### config.mk
export PLATFORM = sky130hd
export DESIGN_NAME = imst_top
export DESIGN_NICKNAME = d
export VERILOG_FILES = /design/src/design/imst_pkg.sv /design/src/design/imst_clkdiv.sv /design/src/design/imst_top.sv
export SDC_FILE = /design/constraint.sdc
export NUM_CORES = 1
export LEC_CHECK = 0
export BUFFER_PORTS_ARGS = -buffer_cell sky130_fd_sc_hd__buf_2
export CAP_MARGIN = 25
export CORE_MARGIN = 3
export CORE_UTILIZATION = 45
export CTS_CLUSTER_DIAMETER = 100
export DETAILED_ROUTE_END_ITERATION = 10
export PLACE_DENSITY = 0.69
export SLEW_MARGIN = 20
export SYNTH_ARGS = -nofsm -noshare
export SYNTH_HDL_FRONTEND = slang
export SYNTH_SLANG_ARGS = --single-unit
### constraint.sdc
create_clock -name ref_clk -period 8 [get_ports ref_clk]
set_clock_uncertainty 0.2 [all_clocks]
set_input_delay 2 -clock ref_clk [delete_from_list [all_inputs] [get_ports ref_clk]]
set_output_delay 2 -clock ref_clk [all_outputs]
set_load 0.05 [all_outputs]
### src/design/imst_pkg.sv
// Constants, register map and state type for the audio serial bus master.
// Assumes a single 25 MHz reference clock with a synchronous active-high reset.
package imst_pkg;
    // Timing
    localparam int CLK_HZ = 25_000_000;
    localparam int BCLK_HZ = 1_536_000;
    localparam int MCLK_HZ = 12_000_000;
    localparam int BCLK_HALF_CYC = (CLK_HZ / (2 * BCLK_HZ)) < 1 ? 1 : CLK_HZ / (2 * BCLK_HZ);
    localparam int MCLK_HALF_CYC = (CLK_HZ / (2 * MCLK_HZ)) < 1 ? 1 : CLK_HZ / (2 * MCLK_HZ);
    localparam int SLOT_BITS = 32;
    localparam logic [4:0] HALF_SLOT = 5'h10;
    localparam logic [4:0] LOAD_POS = 5'h01;
    localparam logic [4:0] LAST_BIT = 5'h1f;

    // Register offsets
    localparam logic [7:0] OFS_CTRL = 8'h00;
    localparam logic [7:0] OFS_CFG = 8'h04;
    localparam logic [7:0] OFS_TX_DATA = 8'h08;
    localparam logic [7:0] OFS_RX_DATA = 8'h0c;
    localparam logic [7:0] OFS_STATUS = 8'h10;

    // transmit_shifter_control fields
    localparam int CTRL_EN_BIT = 0;
    localparam int CTRL_DMA_BIT = 1;
    localparam int CTRL_MODE_LSB = 2;
    localparam int CTRL_POL_BIT = 5;
    localparam logic [31:0] CTRL_RST = 32'h0000_0008;
    localparam logic [31:0] CTRL_MASK = 32'h0000_003f;
    localparam logic [2:0] MODE_TX = 3'h2;

    // transmit_shifter_config fields
    localparam int CFG_START_BIT = 0;
    localparam int CFG_STOP_LSB = 4;
    localparam int CFG_INPUT_SOURCE_SELECT_BIT = 8;
    localparam logic [31:0] CFG_RST = 32'h0000_0001;
    localparam logic [31:0] CFG_MASK = 32'h0000_0131;

    // Status fields
    localparam int ST_TXE_BIT = 0;
    localparam int ST_RXF_BIT = 1;
    localparam int ST_ERR_BIT = 2;
    localparam int ST_RUN_BIT = 3;

    typedef enum logic [1:0] {
        ST_IDLE = 2'b00,
        ST_ARMED = 2'b01,
        ST_RUN = 2'b10
    } imst_state_t;
endpackage

### src/design/imst_clkdiv.sv
// Timer that divides the reference clock by an even count.
// Assumes the run input gates it; output idles low while stopped.
`timescale 1ns/1ps
`default_nettype none
module imst_clkdiv #(
    parameter int HALF = 1
) (
    // Clock and reset
    input wire logic clk,
    input wire logic srst,
    // Control
    input wire logic run,
    // Timer output and edge lookahead
    output logic clk_out,
    output logic rise,
    output logic fall
);
    localparam int CW = $clog2(HALF + 1);
    logic [CW-1:0] cnt;
    logic wrap;

    assign wrap = run && (cnt == CW'(HALF - 1));
    // Edge pulses lead the toggle so users act on the same clock edge
    assign rise = wrap && !clk_out;
    assign fall = wrap && clk_out;

    // Period is 2*HALF reference cycles, always even
    always_ff @(posedge clk) begin
        if (srst || !run) begin
            cnt <= '0;
            clk_out <= 1'b0;
        end else if (wrap) begin
            cnt <= '0;
            clk_out <= !clk_out;
        end else begin
            cnt <= cnt + 1'b1;
        end
    end
endmodule
`default_nettype wire

### src/design/imst_top.sv
// Audio serial bus master: bit clock, frame sync, master clock, tx and rx shifters.
// Assumes a classic Wishbone master and a codec acting as serial audio slave.
//
// Added by the designer: the register offsets and the Wishbone register port.
`timescale 1ns/1ps
`default_nettype none
module imst_top import imst_pkg::*; #(
    parameter int BCLK_HALF = BCLK_HALF_CYC,
    parameter int MCLK_HALF = MCLK_HALF_CYC
) (
    // Clock and reset
    input wire logic ref_clk,
    input wire logic srst,
    // Wishbone slave
    input wire logic wb_cyc_i,
    input wire logic wb_stb_i,
    input wire logic wb_we_i,
    input wire logic [7:0] wb_adr_i,
    input wire logic [3:0] wb_sel_i,
    input wire logic [31:0] wb_dat_i,
    output logic [31:0] wb_dat_o,
    output logic wb_ack_o,
    // DMA requests
    output logic dma_tx_req,
    output logic dma_rx_req,
    // Serial audio pins
    output logic master_clock,
    output logic bit_clock,
    output logic frame_sync,
    output logic serial_tx,
    input wire logic serial_rx
);
    logic [31:0] ctrl;
    logic [31:0] cfg;
    imst_state_t state;
    logic running;
    logic bclk_rise;
    logic bclk_fall;
    logic mclk_pin;
    logic bclk_pin;
    logic first_edge;
    logic [4:0] slot_cnt;
    logic [4:0] next_slot_cnt;
    logic [31:0] tx_buf;
    logic tx_full;
    logic [31:0] tx_sr;
    logic load_evt;
    logic rx_on;
    logic [4:0] rx_bits;
    logic [31:0] rx_sr;
    logic [31:0] rx_buf;
    logic rx_full;
    logic rx_store;
    logic rx_in;
    logic err_flag;
    logic wb_hit;
    logic wb_wr;
    logic tx_wr;
    logic rx_rd;
    logic err_clr;
    logic ctrl_en;
    logic tx_mode;
    logic tx_pol;

    function automatic logic [31:0] imst_merge(input logic [31:0] old, input logic [31:0] wd,
                                               input logic [3:0] sel, input logic [31:0] mask);
        logic [31:0] res;
        res = old;
        for (int i = 0; i < 4; i++) begin
            if (sel[i]) begin
                res[i*8 +: 8] = wd[i*8 +: 8];
            end
        end
        return res & mask;
    endfunction

    assign wb_hit = wb_cyc_i && wb_stb_i && !wb_ack_o;
    assign wb_wr = wb_hit && wb_we_i;
    assign tx_wr = wb_wr && (wb_adr_i == OFS_TX_DATA);
    assign rx_rd = wb_hit && !wb_we_i && (wb_adr_i == OFS_RX_DATA);
    assign err_clr = wb_wr && (wb_adr_i == OFS_STATUS) && wb_sel_i[0] && wb_dat_i[ST_ERR_BIT];
    assign ctrl_en = ctrl[CTRL_EN_BIT];
    assign tx_mode = ctrl[CTRL_MODE_LSB +: 3] == MODE_TX;
    assign tx_pol = ctrl[CTRL_POL_BIT];
    assign running = state == ST_RUN;
    // Config input source: pin, or the transmit output as loopback
    assign rx_in = cfg[CFG_INPUT_SOURCE_SELECT_BIT] ? serial_tx : serial_rx;

    // Wishbone: answer one cycle after the request, ack drops next cycle
    always_ff @(posedge ref_clk) begin
        if (srst) begin
            wb_ack_o <= 1'b0;
            wb_dat_o <= 32'h0000_0000;
        end else begin
            wb_ack_o <= wb_hit;
            if (wb_hit && !wb_we_i) begin
                case (wb_adr_i)
                    OFS_CTRL: wb_dat_o <= ctrl;
                    OFS_CFG: wb_dat_o <= cfg;
                    OFS_RX_DATA: wb_dat_o <= rx_buf;
                    OFS_STATUS: wb_dat_o <= {28'h0000000, running, err_flag, rx_full, !tx_full};
                    default: wb_dat_o <= 32'h0000_0000;
                endcase
            end
        end
    end

    always_ff @(posedge ref_clk) begin
        if (srst) begin
            ctrl <= CTRL_RST;
            cfg <= CFG_RST;
        end else if (wb_wr) begin
            if (wb_adr_i == OFS_CTRL) begin
                ctrl <= imst_merge(ctrl, wb_dat_i, wb_sel_i, CTRL_MASK);
            end
            if (wb_adr_i == OFS_CFG) begin
                cfg <= imst_merge(cfg, wb_dat_i, wb_sel_i, CFG_MASK);
            end
        end
    end

    // Bit clock and frame sync wait in ARMED until the first transmit buffer write
    always_ff @(posedge ref_clk) begin
        if (srst || !ctrl_en) begin
            state <= ST_IDLE;
        end else begin
            case (state)
                ST_IDLE: state <= ST_ARMED;
                ST_ARMED: begin
                    if (tx_wr) begin
                        state <= ST_RUN;
                    end
                end
                ST_RUN: state <= ST_RUN;
                default: state <= ST_IDLE;
            endcase
        end
    end

    // Timer 0: bit clock, also the only source of shifter events
    imst_clkdiv #(
        .HALF(BCLK_HALF)
    ) u_bclk (
        .clk(ref_clk),
        .srst(srst),
        .run(running),
        .clk_out(bclk_pin),
        .rise(bclk_rise),
        .fall(bclk_fall)
    );

    // Timer 2: master clock, free running while enabled, third timer
    imst_clkdiv #(
        .HALF(MCLK_HALF)
    ) u_mclk (
        .clk(ref_clk),
        .srst(srst),
        .run(ctrl_en),
        .clk_out(mclk_pin),
        .rise(),
        .fall()
    );

    always_ff @(posedge ref_clk) begin
        if (srst) begin
            master_clock <= 1'b0;
            bit_clock <= 1'b0;
        end else begin
            master_clock <= mclk_pin;
            // Next timer level, so bit clock moves with frame sync
            bit_clock <= running && (bclk_pin ^ (bclk_rise || bclk_fall));
        end
    end

    // Start bit puts the first slot position one bit ahead of data
    always_comb begin
        if (first_edge) begin
            next_slot_cnt = cfg[CFG_START_BIT] ? 5'h00 : LOAD_POS;
        end else begin
            next_slot_cnt = slot_cnt + 5'h01;
        end
    end

    assign load_evt = running && bclk_rise && (next_slot_cnt == LOAD_POS);

    // Slot counter and frame sync (timer 1), active low left half
    always_ff @(posedge ref_clk) begin
        if (srst || !running) begin
            first_edge <= 1'b1;
            slot_cnt <= 5'h00;
            frame_sync <= 1'b1;
        end else if (bclk_rise) begin
            first_edge <= 1'b0;
            slot_cnt <= next_slot_cnt;
            frame_sync <= next_slot_cnt >= HALF_SLOT;
        end
    end

    // Transmit shifter: change on shift-clock rise, MSB first
    always_ff @(posedge ref_clk) begin
        if (srst || !running || !tx_mode) begin
            tx_sr <= 32'h0000_0000;
            serial_tx <= tx_pol;
        end else if (load_evt) begin
            tx_sr <= tx_full ? tx_buf : 32'h0000_0000;
            serial_tx <= (tx_full && tx_buf[SLOT_BITS-1]) ^ tx_pol;
        end else if (bclk_rise) begin
            tx_sr <= tx_sr << 1;
            serial_tx <= tx_sr[SLOT_BITS-2] ^ tx_pol;
        end
    end

    // Transmit buffer: a write in the load cycle wins
    always_ff @(posedge ref_clk) begin
        if (srst) begin
            tx_buf <= 32'h0000_0000;
            tx_full <= 1'b0;
        end else if (tx_wr) begin
            tx_buf <= wb_dat_i;
            tx_full <= 1'b1;
        end else if (load_evt && tx_mode) begin
            tx_full <= 1'b0;
        end
    end

    assign rx_store = running && bclk_fall && rx_on && (rx_bits == LAST_BIT);

    // Receive shifter: sample on shift-clock fall, aligned to first load
    always_ff @(posedge ref_clk) begin
        if (srst || !running) begin
            rx_on <= 1'b0;
            rx_bits <= 5'h00;
            rx_sr <= 32'h0000_0000;
        end else begin
            if (load_evt) begin
                rx_on <= 1'b1;
            end
            if (bclk_fall && rx_on) begin
                rx_sr <= {rx_sr[SLOT_BITS-2:0], rx_in};
                rx_bits <= rx_bits + 5'h01;
            end
        end
    end

    // Receive buffer: a store in the read cycle wins
    always_ff @(posedge ref_clk) begin
        if (srst) begin
            rx_buf <= 32'h0000_0000;
            rx_full <= 1'b0;
        end else if (rx_store) begin
            rx_buf <= {rx_sr[SLOT_BITS-2:0], rx_in};
            rx_full <= 1'b1;
        end else if (rx_rd) begin
            rx_full <= 1'b0;
        end
    end

    // Sticky error, write one to clear; a new event wins
    always_ff @(posedge ref_clk) begin
        if (srst) begin
            err_flag <= 1'b0;
        end else if ((load_evt && tx_mode && !tx_full) || (rx_store && rx_full && !rx_rd)) begin
            err_flag <= 1'b1;
        end else if (err_clr) begin
            err_flag <= 1'b0;
        end
    end

    // DMA requests as alternative to processor polling
    always_ff @(posedge ref_clk) begin
        if (srst) begin
            dma_tx_req <= 1'b0;
            dma_rx_req <= 1'b0;
        end else begin
            dma_tx_req <= ctrl[CTRL_DMA_BIT] && ctrl_en && tx_mode && !tx_full && !tx_wr;
            dma_rx_req <= ctrl[CTRL_DMA_BIT] && ctrl_en && rx_full && !rx_rd;
        end
    end

    logic [7:0] mclk_stall;
    always_ff @(posedge ref_clk) begin
        if (srst || !ctrl_en || (mclk_pin != master_clock)) begin
            mclk_stall <= 8'h00;
        end else if (mclk_stall != 8'hff) begin
            mclk_stall <= mclk_stall + 8'h01;
        end
    end
endmodule
`default_nettype wire

; ---- After elaboration in Yosys (flattened, before gate mapping)
; Index checks and enable logic that the tools add are counted.
[op_classes]
add_sub_neg = 4
n_lt_le_gt_ge = 1
n_eq_ne = 11
n_mux = 18
n_bitwise = 4
reduce_logical = 58
[ops]
columns = op, n
row1 = $pmux 32 s4, 1
row2 = $mux 31, 3
row3 = $logic_and 1x1->1, 31
row4 = $eq 8x4->1 const B, 2
row5 = $mux 1, 11
row6 = $add 5x1->5 const B, 2
row7 = $logic_not 1->1, 10
row8 = $reduce_and 3->1, 3
row9 = $eq 8x3->1 const B, 1
row10 = $eq 8x5->1 const B, 1
row11 = $logic_not 8->1, 1
row12 = $reduce_bool 2->1, 4
row13 = $pmux 2 s3, 1
row14 = $eq 5x1->1 const B, 1
row15 = $eq 5x5->1 const B, 1
row16 = $ge 5x5->1 const B, 1
row17 = $logic_or 1x1->1, 5
row18 = $mux 5, 1
row19 = $add 4x1->4 const B, 1
row20 = $eq 4x3->1 const B, 1
row21 = $reduce_or 2->1, 2
row22 = $eq 3x2->1 const B, 1
row23 = $reduce_bool 3->1, 1
row24 = $xor 1x1->1, 3
row25 = other kinds (7), 7
[totals]
regBits = 199
inputBits = 50
out_inout_bits = 39
wordCells = 123

; ---- Longest topological paths before layout
; Gate-level depths: netlist of the first run.
[depth]
word_depth = 10
ltp_mapped = 12
mapped_depth_nobuf = 10

; ---- Hierarchy
; Synthesis of the first run repeated with hierarchy kept, for this count alone.
[hier_totals]
cells_unflattened = 919
hier_area_um2 = 7822.5
[by_module_without_submodules]
columns = module, instances, cells_each, area_each_um2, seq_area_each_um2
row1 = imst_top, 1, 891, 7509.7, 3853.7
row2 = imst_clkdiv (u_bclk), 1, 21, 230.2, 100.1
row3 = imst_clkdiv (u_mclk), 1, 7, 82.6, 40.0

; ---- Least setup slack after synthesis of the first run
; No wires, ideal clock.
[synth_timing]
path_kind = input-to-reg
startpoint = input port wb_adr_i[1]
endpoint = register tx_buf[23]
setup_time_ps = 132
arrival_ps = 3405
required_ps = 7668
slack_ps = 4263
path_stages = 6
n_path_buf = 1
path_cell_list = or4_4 nor4_4 nand2_1 clkbuf_1 nand2_1 a21oi_1
[synth_between]
elab_chain_len = 2
[synth_lines]
columns = item, line_no
row1 = "start, declared", imst_top.sv:18  ; input wire logic [7:0] wb_adr_i,
row2 = $eq 8x4->1, imst_top.sv:79  ; assign tx_wr = wb_wr && (wb_adr_i == OFS_TX_DATA);
row3 = $logic_and 1x1->1, imst_top.sv:79
row4 = "end signal, assigned", imst_top.sv:219  ; tx_buf <= wb_dat_i;
row5 = "end, declared", imst_top.sv:44  ; logic [31:0] tx_buf;
; Every way passes these cells.
; A chain may end at the register's enable or synchronous reset.

; ---- Final worst setup path of the first run
[layout_timing]
startpoint = input port wb_adr_i[1]
endpoint = register rx_full
[layout_between]
elab_chain_len = 3
[layout_lines]
columns = item, line_no
row1 = $eq 8x4->1, imst_top.sv:80  ; assign rx_rd = wb_hit && !wb_we_i && (wb_adr_i == OFS_RX_DATA);
row2 = $logic_and 1x1->1, imst_top.sv:80
row3 = $reduce_bool 2->1 (no line), --
row4 = "end signal, assigned", imst_top.sv:249  ; rx_full <= 1'b0;
row5 = "end signal, assigned", imst_top.sv:252  ; rx_full <= 1'b1;
row6 = "end signal, assigned", imst_top.sv:254  ; rx_full <= 1'b0;
row7 = "end, declared", imst_top.sv:52  ; logic rx_full;
; Every way passes these cells.

==> results.sh, run 1 <==
export IMPL_syn2layout_area_growth_pct=14.5
export IMPL_tightest_slew_ns=1.01
export IMPL_clk_latency_ns=0.43
export IMPL_crit_path_end_kind="flip-flop"
export IMPL_post_cts_resize_count=0
export IMPL_cp_max_fo=27
export IMPL_worstPathRequired_ns=8.08
export IMPL_ys_ff_latch=199
export IMPL_drt_iter0_markers=388
export IMPL_port_buffers=86
export IMPL_syn_inst=922
export IMPL_synthMuxAreaShare_pct=2.58
export IMPL_ios=89
export IMPL_dr_pass1_iters=6
export IMPL_cts_sinks=199
export IMPL_synth_cell_area_um2=7660
export IMPL_holdPathStages=1
export IMPL_grt_max_degree=69
export IMPL_critPathKind="input pin to flip-flop"
export IMPL_post_cts_repair_setup_buffers=0
export IMPL_synth_fa_ha_area_share_pct=1.47
export IMPL_switching_share_pct=23.6
export IMPL_grt_usage_pct=18.0
export IMPL_cap_violations=0
export IMPL_status="complete, no violations"
export IMPL_cpLargestDelayFamily="simple AND/OR/NAND/NOR gates"
export IMPL_core_area_um2=16600
export IMPL_seqPwrFrac_pct=53.3
export IMPL_root_buffer="clkbuf_16"
export IMPL_synth_nets=981
export IMPL_multiInputGateArea_um2=3350
export IMPL_drc=0
export IMPL_power_density_nw_per_um2=212
export IMPL_peakVddDrop_mv=0.172
export IMPL_r2r_worst_path_cells=11
export IMPL_cp_slowest_stage_delay_ns=0.90
export IMPL_antenna_left=0
export IMPL_power_switching_w=0.000438
export IMPL_cts_buffer_depth=2
export IMPL_ys_seq_area_share_pct=52.2
export IMPL_ctsHoldBuffers=0
export IMPL_avgSynthCellArea_um2=8.31
export IMPL_dieArea_um2=18600
export IMPL_cts_inserted_buffers=17
export IMPL_gr_total_overflow=0
export IMPL_path_clk_slew_ns=0.07
export IMPL_setup_viol=0
export IMPL_relSlewSlack_pct=32.4
export IMPL_post_dp_hpwl_mm=10.3
export IMPL_n_fill_cell=1596
export IMPL_worstPathArrival_ns=4.09
export IMPL_htree_levels=4
export IMPL_ys_warn_count=0
export IMPL_leakagePower_nw=3.11
export IMPL_hp_class="flip-flop to flip-flop"
export IMPL_yosys_area_share_xor_xnor_pct=1.03
export IMPL_avgRoutedWirePerCell_um=13.8
export IMPL_place_congestion=0.767
export IMPL_pwr_share_clk_pct=44.7
export IMPL_grt_first_pass_wirelength_mm=27.4
export IMPL_path_cells="buf_2, or4_4, nor3_1, and4_1, nand2b_1, a21oi_1"
export IMPL_synth_top_family_by_area="simple AND/OR/NAND/NOR gates"
export IMPL_drv_slew=0
export IMPL_num_vias=6247
export IMPL_power_w=0.00186
export IMPL_initial_utilization_pct=46.0
export IMPL_fmax_ghz=0.250
export IMPL_synth_compound_area_share_pct=16.5
export IMPL_rows=47
export IMPL_antenna_found_initial=0
export IMPL_tns_ns=0
export IMPL_nets=1027
export IMPL_cts_tree="yes"
export IMPL_hold_viol=0
export IMPL_synth_enable_flop_cells=1
export IMPL_critical_path_buf_inv_count=1
export IMPL_die_y_um=136
export IMPL_critical_path_startpoint_type="input pin"
export IMPL_synth_simple_gate_area_share_pct=21.8
export IMPL_combPwrFrac_pct=2.0
export IMPL_postRouteWirelength_mm=16.5
export IMPL_cp_num_cells=6
export IMPL_ys_async_sr_fraction_pct=0
export IMPL_grt_pass1_vias=5658
export IMPL_num_antenna_cells=0
export IMPL_netlist_cell_type_count=49
export IMPL_period_share_pct=50.0
export IMPL_synth_main_ff_cell="dfxtp_1"
export IMPL_seq_area_um2=3990
export IMPL_rsz0062_at_grt="false"
export IMPL_viasPerCell=5.20
export IMPL_slowest_stage="and4_1"
export IMPL_drive_gt1_share_pct=14.6
export IMPL_p_int_w=0.00142
export IMPL_die_x_um=136
export IMPL_fin_crit_ns=4.00
[logic make-up after synthesis]
logic type / after synthesis
muxes: 19
adders and majority gates: 9
buffers and inverters: 79
xor gates and xnor gates: 9
AOI/OAI and AO/OA: 219
other: 1
and+or+nand+nor: 387
DFF: 199
[synth_stat cells (8+ instances only)]
library cell,count,area [um2]
nand2_1,235,882
o21ai_0,39,195
dfxtp_1,198,3960
nand3_1,39,195
a31oi_1,31,194
buf_2,9,45.0
inv_1,8,30.0
a22oi_1,30,225
a21oi_1,108,541
clkbuf_1,50,188
mux2i_1,16,160
ha_1,9,113
nor2_1,64,240
[registers in the layout, indices dropped and copies added (netlist names), 2 cells and up]
register and cells:
cfg 4, rx_bits 5, tx_buf 32, slot_cnt 5
state 2, u_bclk.cnt 4, wb_dat_o 32, rx_buf 32
rx_sr 31, tx_sr 31, ctrl 6
[final timing paths]
path         slack [ns]                  endpoint                startpoint
min                0.25  u_bclk.cnt[0]$_SDFF_PP0_  u_bclk.cnt[0]$_SDFF_PP0_
max reg2reg        4.19       serial_tx$_DFFE_PP_     state[0]$_SDFFE_PP0P_
max                4.00      rx_full$_SDFFE_PP0P_               wb_adr_i[1]
min reg2reg        0.25  u_bclk.cnt[0]$_SDFF_PP0_  u_bclk.cnt[0]$_SDFF_PP0_
[per-layer routing]
metal	vias to the layer above	wire length, um	GRT usage (%)
met3	7	617	4.26
met4	0	139	4.54
met1	2933	8150	24.9
met5	-	0	0
met2	93	7640	28.5
li1	3214	-	-
[power groups by stage]
| stage | clock, W | sequential, W | combinational, W |
|---|---|---|---|
| detailed placement | 0 | 0.00101 | 0.0000374 |
| finish | 0.000831 | 0.000991 | 0.0000374 |
| global placement | 0 | 0.00101 | 0.0000361 |
| floorplan | 0 | 0.00102 | 0.0000173 |
| CTS | 0.000852 | 0.000991 | 0.0000375 |
| global route | 0.000896 | 0.000991 | 0.0000407 |
[worst reg2reg max path: stages, from the launching register on]
cell,delay (ns)
dfxtp_1,0.33
inv_1,0.08
ha_1,0.32
nand4b_1,0.24
inv_1,0.17
ha_4,0.53
and2_1,0.22
o221ai_1,0.17
nor3_4,0.60
buf_4,0.37
mux2i_1,0.24
xor2_1,0.08
[metrics by stage]
stage          hold slack, ns  instances  instance area (um2)  utilization, %  setup WS, ns
2_1_floorplan           0.217        922                 7660               -          4.26
3_3_place_gp            0.237       1167                 8140            48.9          3.54
3_5_place_dp            0.246       1168                 8160            49.0          3.57
4_1_cts                 0.256       1200                 8740            52.5          3.76
5_1_grt                 0.271       1201                 8770            52.7          3.84
6_report                0.252       1201                 8770            52.7          4.00
[cells in the final DEF (no fill, tap or decap), types with 4 or more instances in the layout]
cell       count
xor2_1         5
ha_1           8
buf_2         85
nand4b_1       4
buf_4         11
a22oi_1       30
clkbuf_16     17
mux2i_1       16
nand2_1      234
a21oi_1      108
inv_6          6
nor2b_1        6
nand2b_1       6
dfxtp_1      198
xnor2_1        4
and2_1         4
nand3b_1       6
o21ai_0       39
a31oi_1       31
nand3_1       39
inv_1          8
nor2_1        64
[layout make-up]
| cell class | count | share of cell area (%) |
|---|---|---|
| repair buffers | 98 | 6.19 |
| multi-input cells | 644 | 38.2 |
| clock buffers | 17 | 4.85 |
| well taps | 220 | 3.14 |
| flip-flops and latches | 199 | 45.5 |
| clock inverters | 15 | 1.76 |
| inverters | 8 | 0.342 |
Note: power is estimated with default switching activity, not from simulation.
==> run 2: changes to the inputs <==
--- a/config.mk
+++ b/config.mk
@@ -11,7 +11,7 @@
 export CORE_UTILIZATION = 45
 export CTS_CLUSTER_DIAMETER = 100
 export DETAILED_ROUTE_END_ITERATION = 10
-export PLACE_DENSITY = 0.69
+export PLACE_DENSITY = 0.72
 export SLEW_MARGIN = 20
 export SYNTH_ARGS = -nofsm -noshare
 export SYNTH_HDL_FRONTEND = slang
==> constraint.sdc (replaced) <==
create_clock -name ref_clk -period 3.4 [get_ports ref_clk]
set_clock_uncertainty 0.2 [all_clocks]
set_input_delay 0.85 -clock ref_clk [delete_from_list [all_inputs] [get_ports ref_clk]]
set_output_delay 0.85 -clock ref_clk [all_outputs]
set_load 0.05 [all_outputs]
==> run 2 against run 1 <==
Net effect: combinational power grew 130%; clock power grew 140%; wire length grew 1.6%; worst hold slack lost 0.0074 ns; die area is the same; design area grew 0.67%; sequential share of layout area shrank 0.30 points; non-clock buffer count grew 8; highest routed layer unchanged.
==> results.sh, run 2 (synthesis gave the netlist of run 1 again) <==
export IMPL_status="complete, no violations"
export IMPL_relSlewSlack_pct=51.3
export IMPL_setup_viol=0
export IMPL_power_density_nw_per_um2=503
export IMPL_num_vias=6383
export IMPL_ctsHoldBuffers=0
export IMPL_num_antenna_cells=0
export IMPL_grt_usage_pct=18.3
export IMPL_critPathKind="flip-flop to flip-flop"
export IMPL_r2r_worst_path_cells=10
export IMPL_critical_path_startpoint_type="flip-flop"
export IMPL_die_y_um=136
export IMPL_path_cells="inv_1, ha_1, nand4b_1, inv_1, ha_2, and2_1, o221ai_1, or3_1, or3_1, a31oi_1"
export IMPL_cap_violations=0
export IMPL_cts_inserted_buffers=17
export IMPL_fmax_ghz=0.367
export IMPL_drv_slew=0
export IMPL_seq_area_um2=3990
export IMPL_n_fill_cell=1535
export IMPL_layout_common_cells="nand2_1 (235), dfxtp_1 (198), a21oi_1 (108)"
export IMPL_ff2ff_setup_slack_ns=0.67
export IMPL_largest_registers="rx_buf: 32 flops, tx_buf: 32 flops, wb_dat_o: 32 flops"
export IMPL_grt_pass1_vias=5854
export IMPL_drt_iter0_markers=418
export IMPL_worstPathRequired_ns=3.55
export IMPL_rsz0062_at_grt="false"
export IMPL_slowest_stage="or3_1"
export IMPL_drc=0
export IMPL_r2r_end="err_flag$_SDFFE_PP0P_"
export IMPL_rows=47
export IMPL_initial_utilization_pct=46.0
export IMPL_nets=1035
export IMPL_post_cts_resize_count=0
export IMPL_root_buffer="clkbuf_16"
export IMPL_met2_usage_pct=29.4
export IMPL_avgRoutedWirePerCell_um=13.9
export IMPL_crit_path_end_kind="flip-flop"
export IMPL_htree_levels=4
export IMPL_antenna_left=0
export IMPL_ios=89
export IMPL_postRouteWirelength_mm=16.8
export IMPL_dieArea_um2=18600
export IMPL_syn2layout_area_growth_pct=15.3
export IMPL_clk_latency_ns=0.43
export IMPL_viasPerCell=5.28
export IMPL_path_clk_slew_ns=0.07
export IMPL_cts_buffer_depth=2
export IMPL_post_dp_hpwl_mm=10.7
export IMPL_die_x_um=136
export IMPL_post_route_util_pct=53.0
export IMPL_final_common_cell="nand2_1"
export IMPL_hold_ws_ns=0.244
export IMPL_fin_crit_ns=2.73
export IMPL_grt_max_degree=72
export IMPL_use_met1_pct=24.7
export IMPL_crit_end="err_flag$_SDFFE_PP0P_"
export IMPL_place_congestion=0.795
export IMPL_leakagePower_nw=3.15
export IMPL_tightest_slew_ns=0.731
export IMPL_grt_util_met3_pct=4.03
export IMPL_hp_start="tx_full$_SDFFE_PP0P_"
export IMPL_tns_ns=0
export IMPL_hp_class="flip-flop to flip-flop"
export IMPL_post_cts_repair_setup_buffers=0
export IMPL_hold_viol=0
export IMPL_drive_gt1_share_pct=15.2
export IMPL_peakVddDrop_mv=0.395
export IMPL_grt_first_pass_wirelength_mm=27.7
export IMPL_cp_slowest_stage_delay_ns=0.50
export IMPL_multiInputGateArea_um2=3330
export IMPL_worstPathArrival_ns=2.87
export IMPL_port_buffers=86
export IMPL_cts_sinks=199
export IMPL_r2r_start="state[0]$_SDFFE_PP0P_"
export IMPL_dpl_worst_slack_ns=0.542
export IMPL_grt_busiest_layer="met2"
export IMPL_cp_startpoint="state[0]$_SDFFE_PP0P_"
export IMPL_core_area_um2=16600
export IMPL_gr_total_overflow=0
export IMPL_cp_max_fo=4
export IMPL_dr_pass1_iters=5
export IMPL_antenna_found_initial=0
export IMPL_cts_tree="yes"
export IMPL_period_share_pct=80.2
export IMPL_fin_ws_ns=0.674
[run 2: cell count changes in the layout (fill, tap and decap cells not counted), moves of 2 or more]
cell      previous run  this run
buf_4               11        20
clkbuf_8             0         3
clkinv_4             1         3
clkinv_8             3         0
inv_6                6         3
[run 2: area by class of cell]
cell class	count	share of cell area, %
Inverter	8	0.340
Tap cell	220	3.12
Multi-Input combinational cell	644	37.8
Sequential cell	199	45.2
Clock buffer	20	5.29
Clock inverter	12	1.49
Timing Repair Buffer	106	6.75
[run 2: how the worst min path moves through the flow]
| stage | end | depth (start not counted) |
|---|---|---|
| 2_1_floorplan | u_bclk.cnt[0]$_SDFF_PP0_ | 1 |
| 3_3_place_gp | dma_tx_req$_SDFF_PP0_ | 1 |
| 3_5_place_dp | dma_tx_req$_SDFF_PP0_ | 1 |
| 4_1_cts | dma_tx_req$_SDFF_PP0_ | 1 |
| 5_1_grt | dma_tx_req$_SDFF_PP0_ | 1 |
| 6_report | dma_tx_req$_SDFF_PP0_ | 1 |
[run 2: worst max-delay path, delay by kind of cell (launching register included)]
family | cells | cell delay [ns]
buffers and inverters | 2 | 0.22
AO/OA/AOI/OAI | 2 | 0.35
flip-flops | 1 | 0.33
AND/OR/NAND/NOR | 4 | 1.17
adder cells (fa/ha/maj) | 2 | 0.38
[run 2: metrics by stage]
step                instances  power, W  area, um2
floorplan                 922   0.00243       7660
global placement         1177   0.00247       8230
detailed placement       1177   0.00247       8230
CTS                      1209   0.00447       8830
global route             1209   0.00458       8830
finish                   1209   0.00444       8830
[run 2: power by group]
group	switching, W	internal [W]
Clock	0.000927	0.00110
Sequential	0.000000649	0.00233
Combinational	0.0000562	0.0000306
Total	0.000984	0.00346
[run 2: layer usage]
metal,share of wire (%),wire length (um)
met4,1.5,246
met1,47,7930
met2,48,7980
met3,3.9,647
met5,0,0
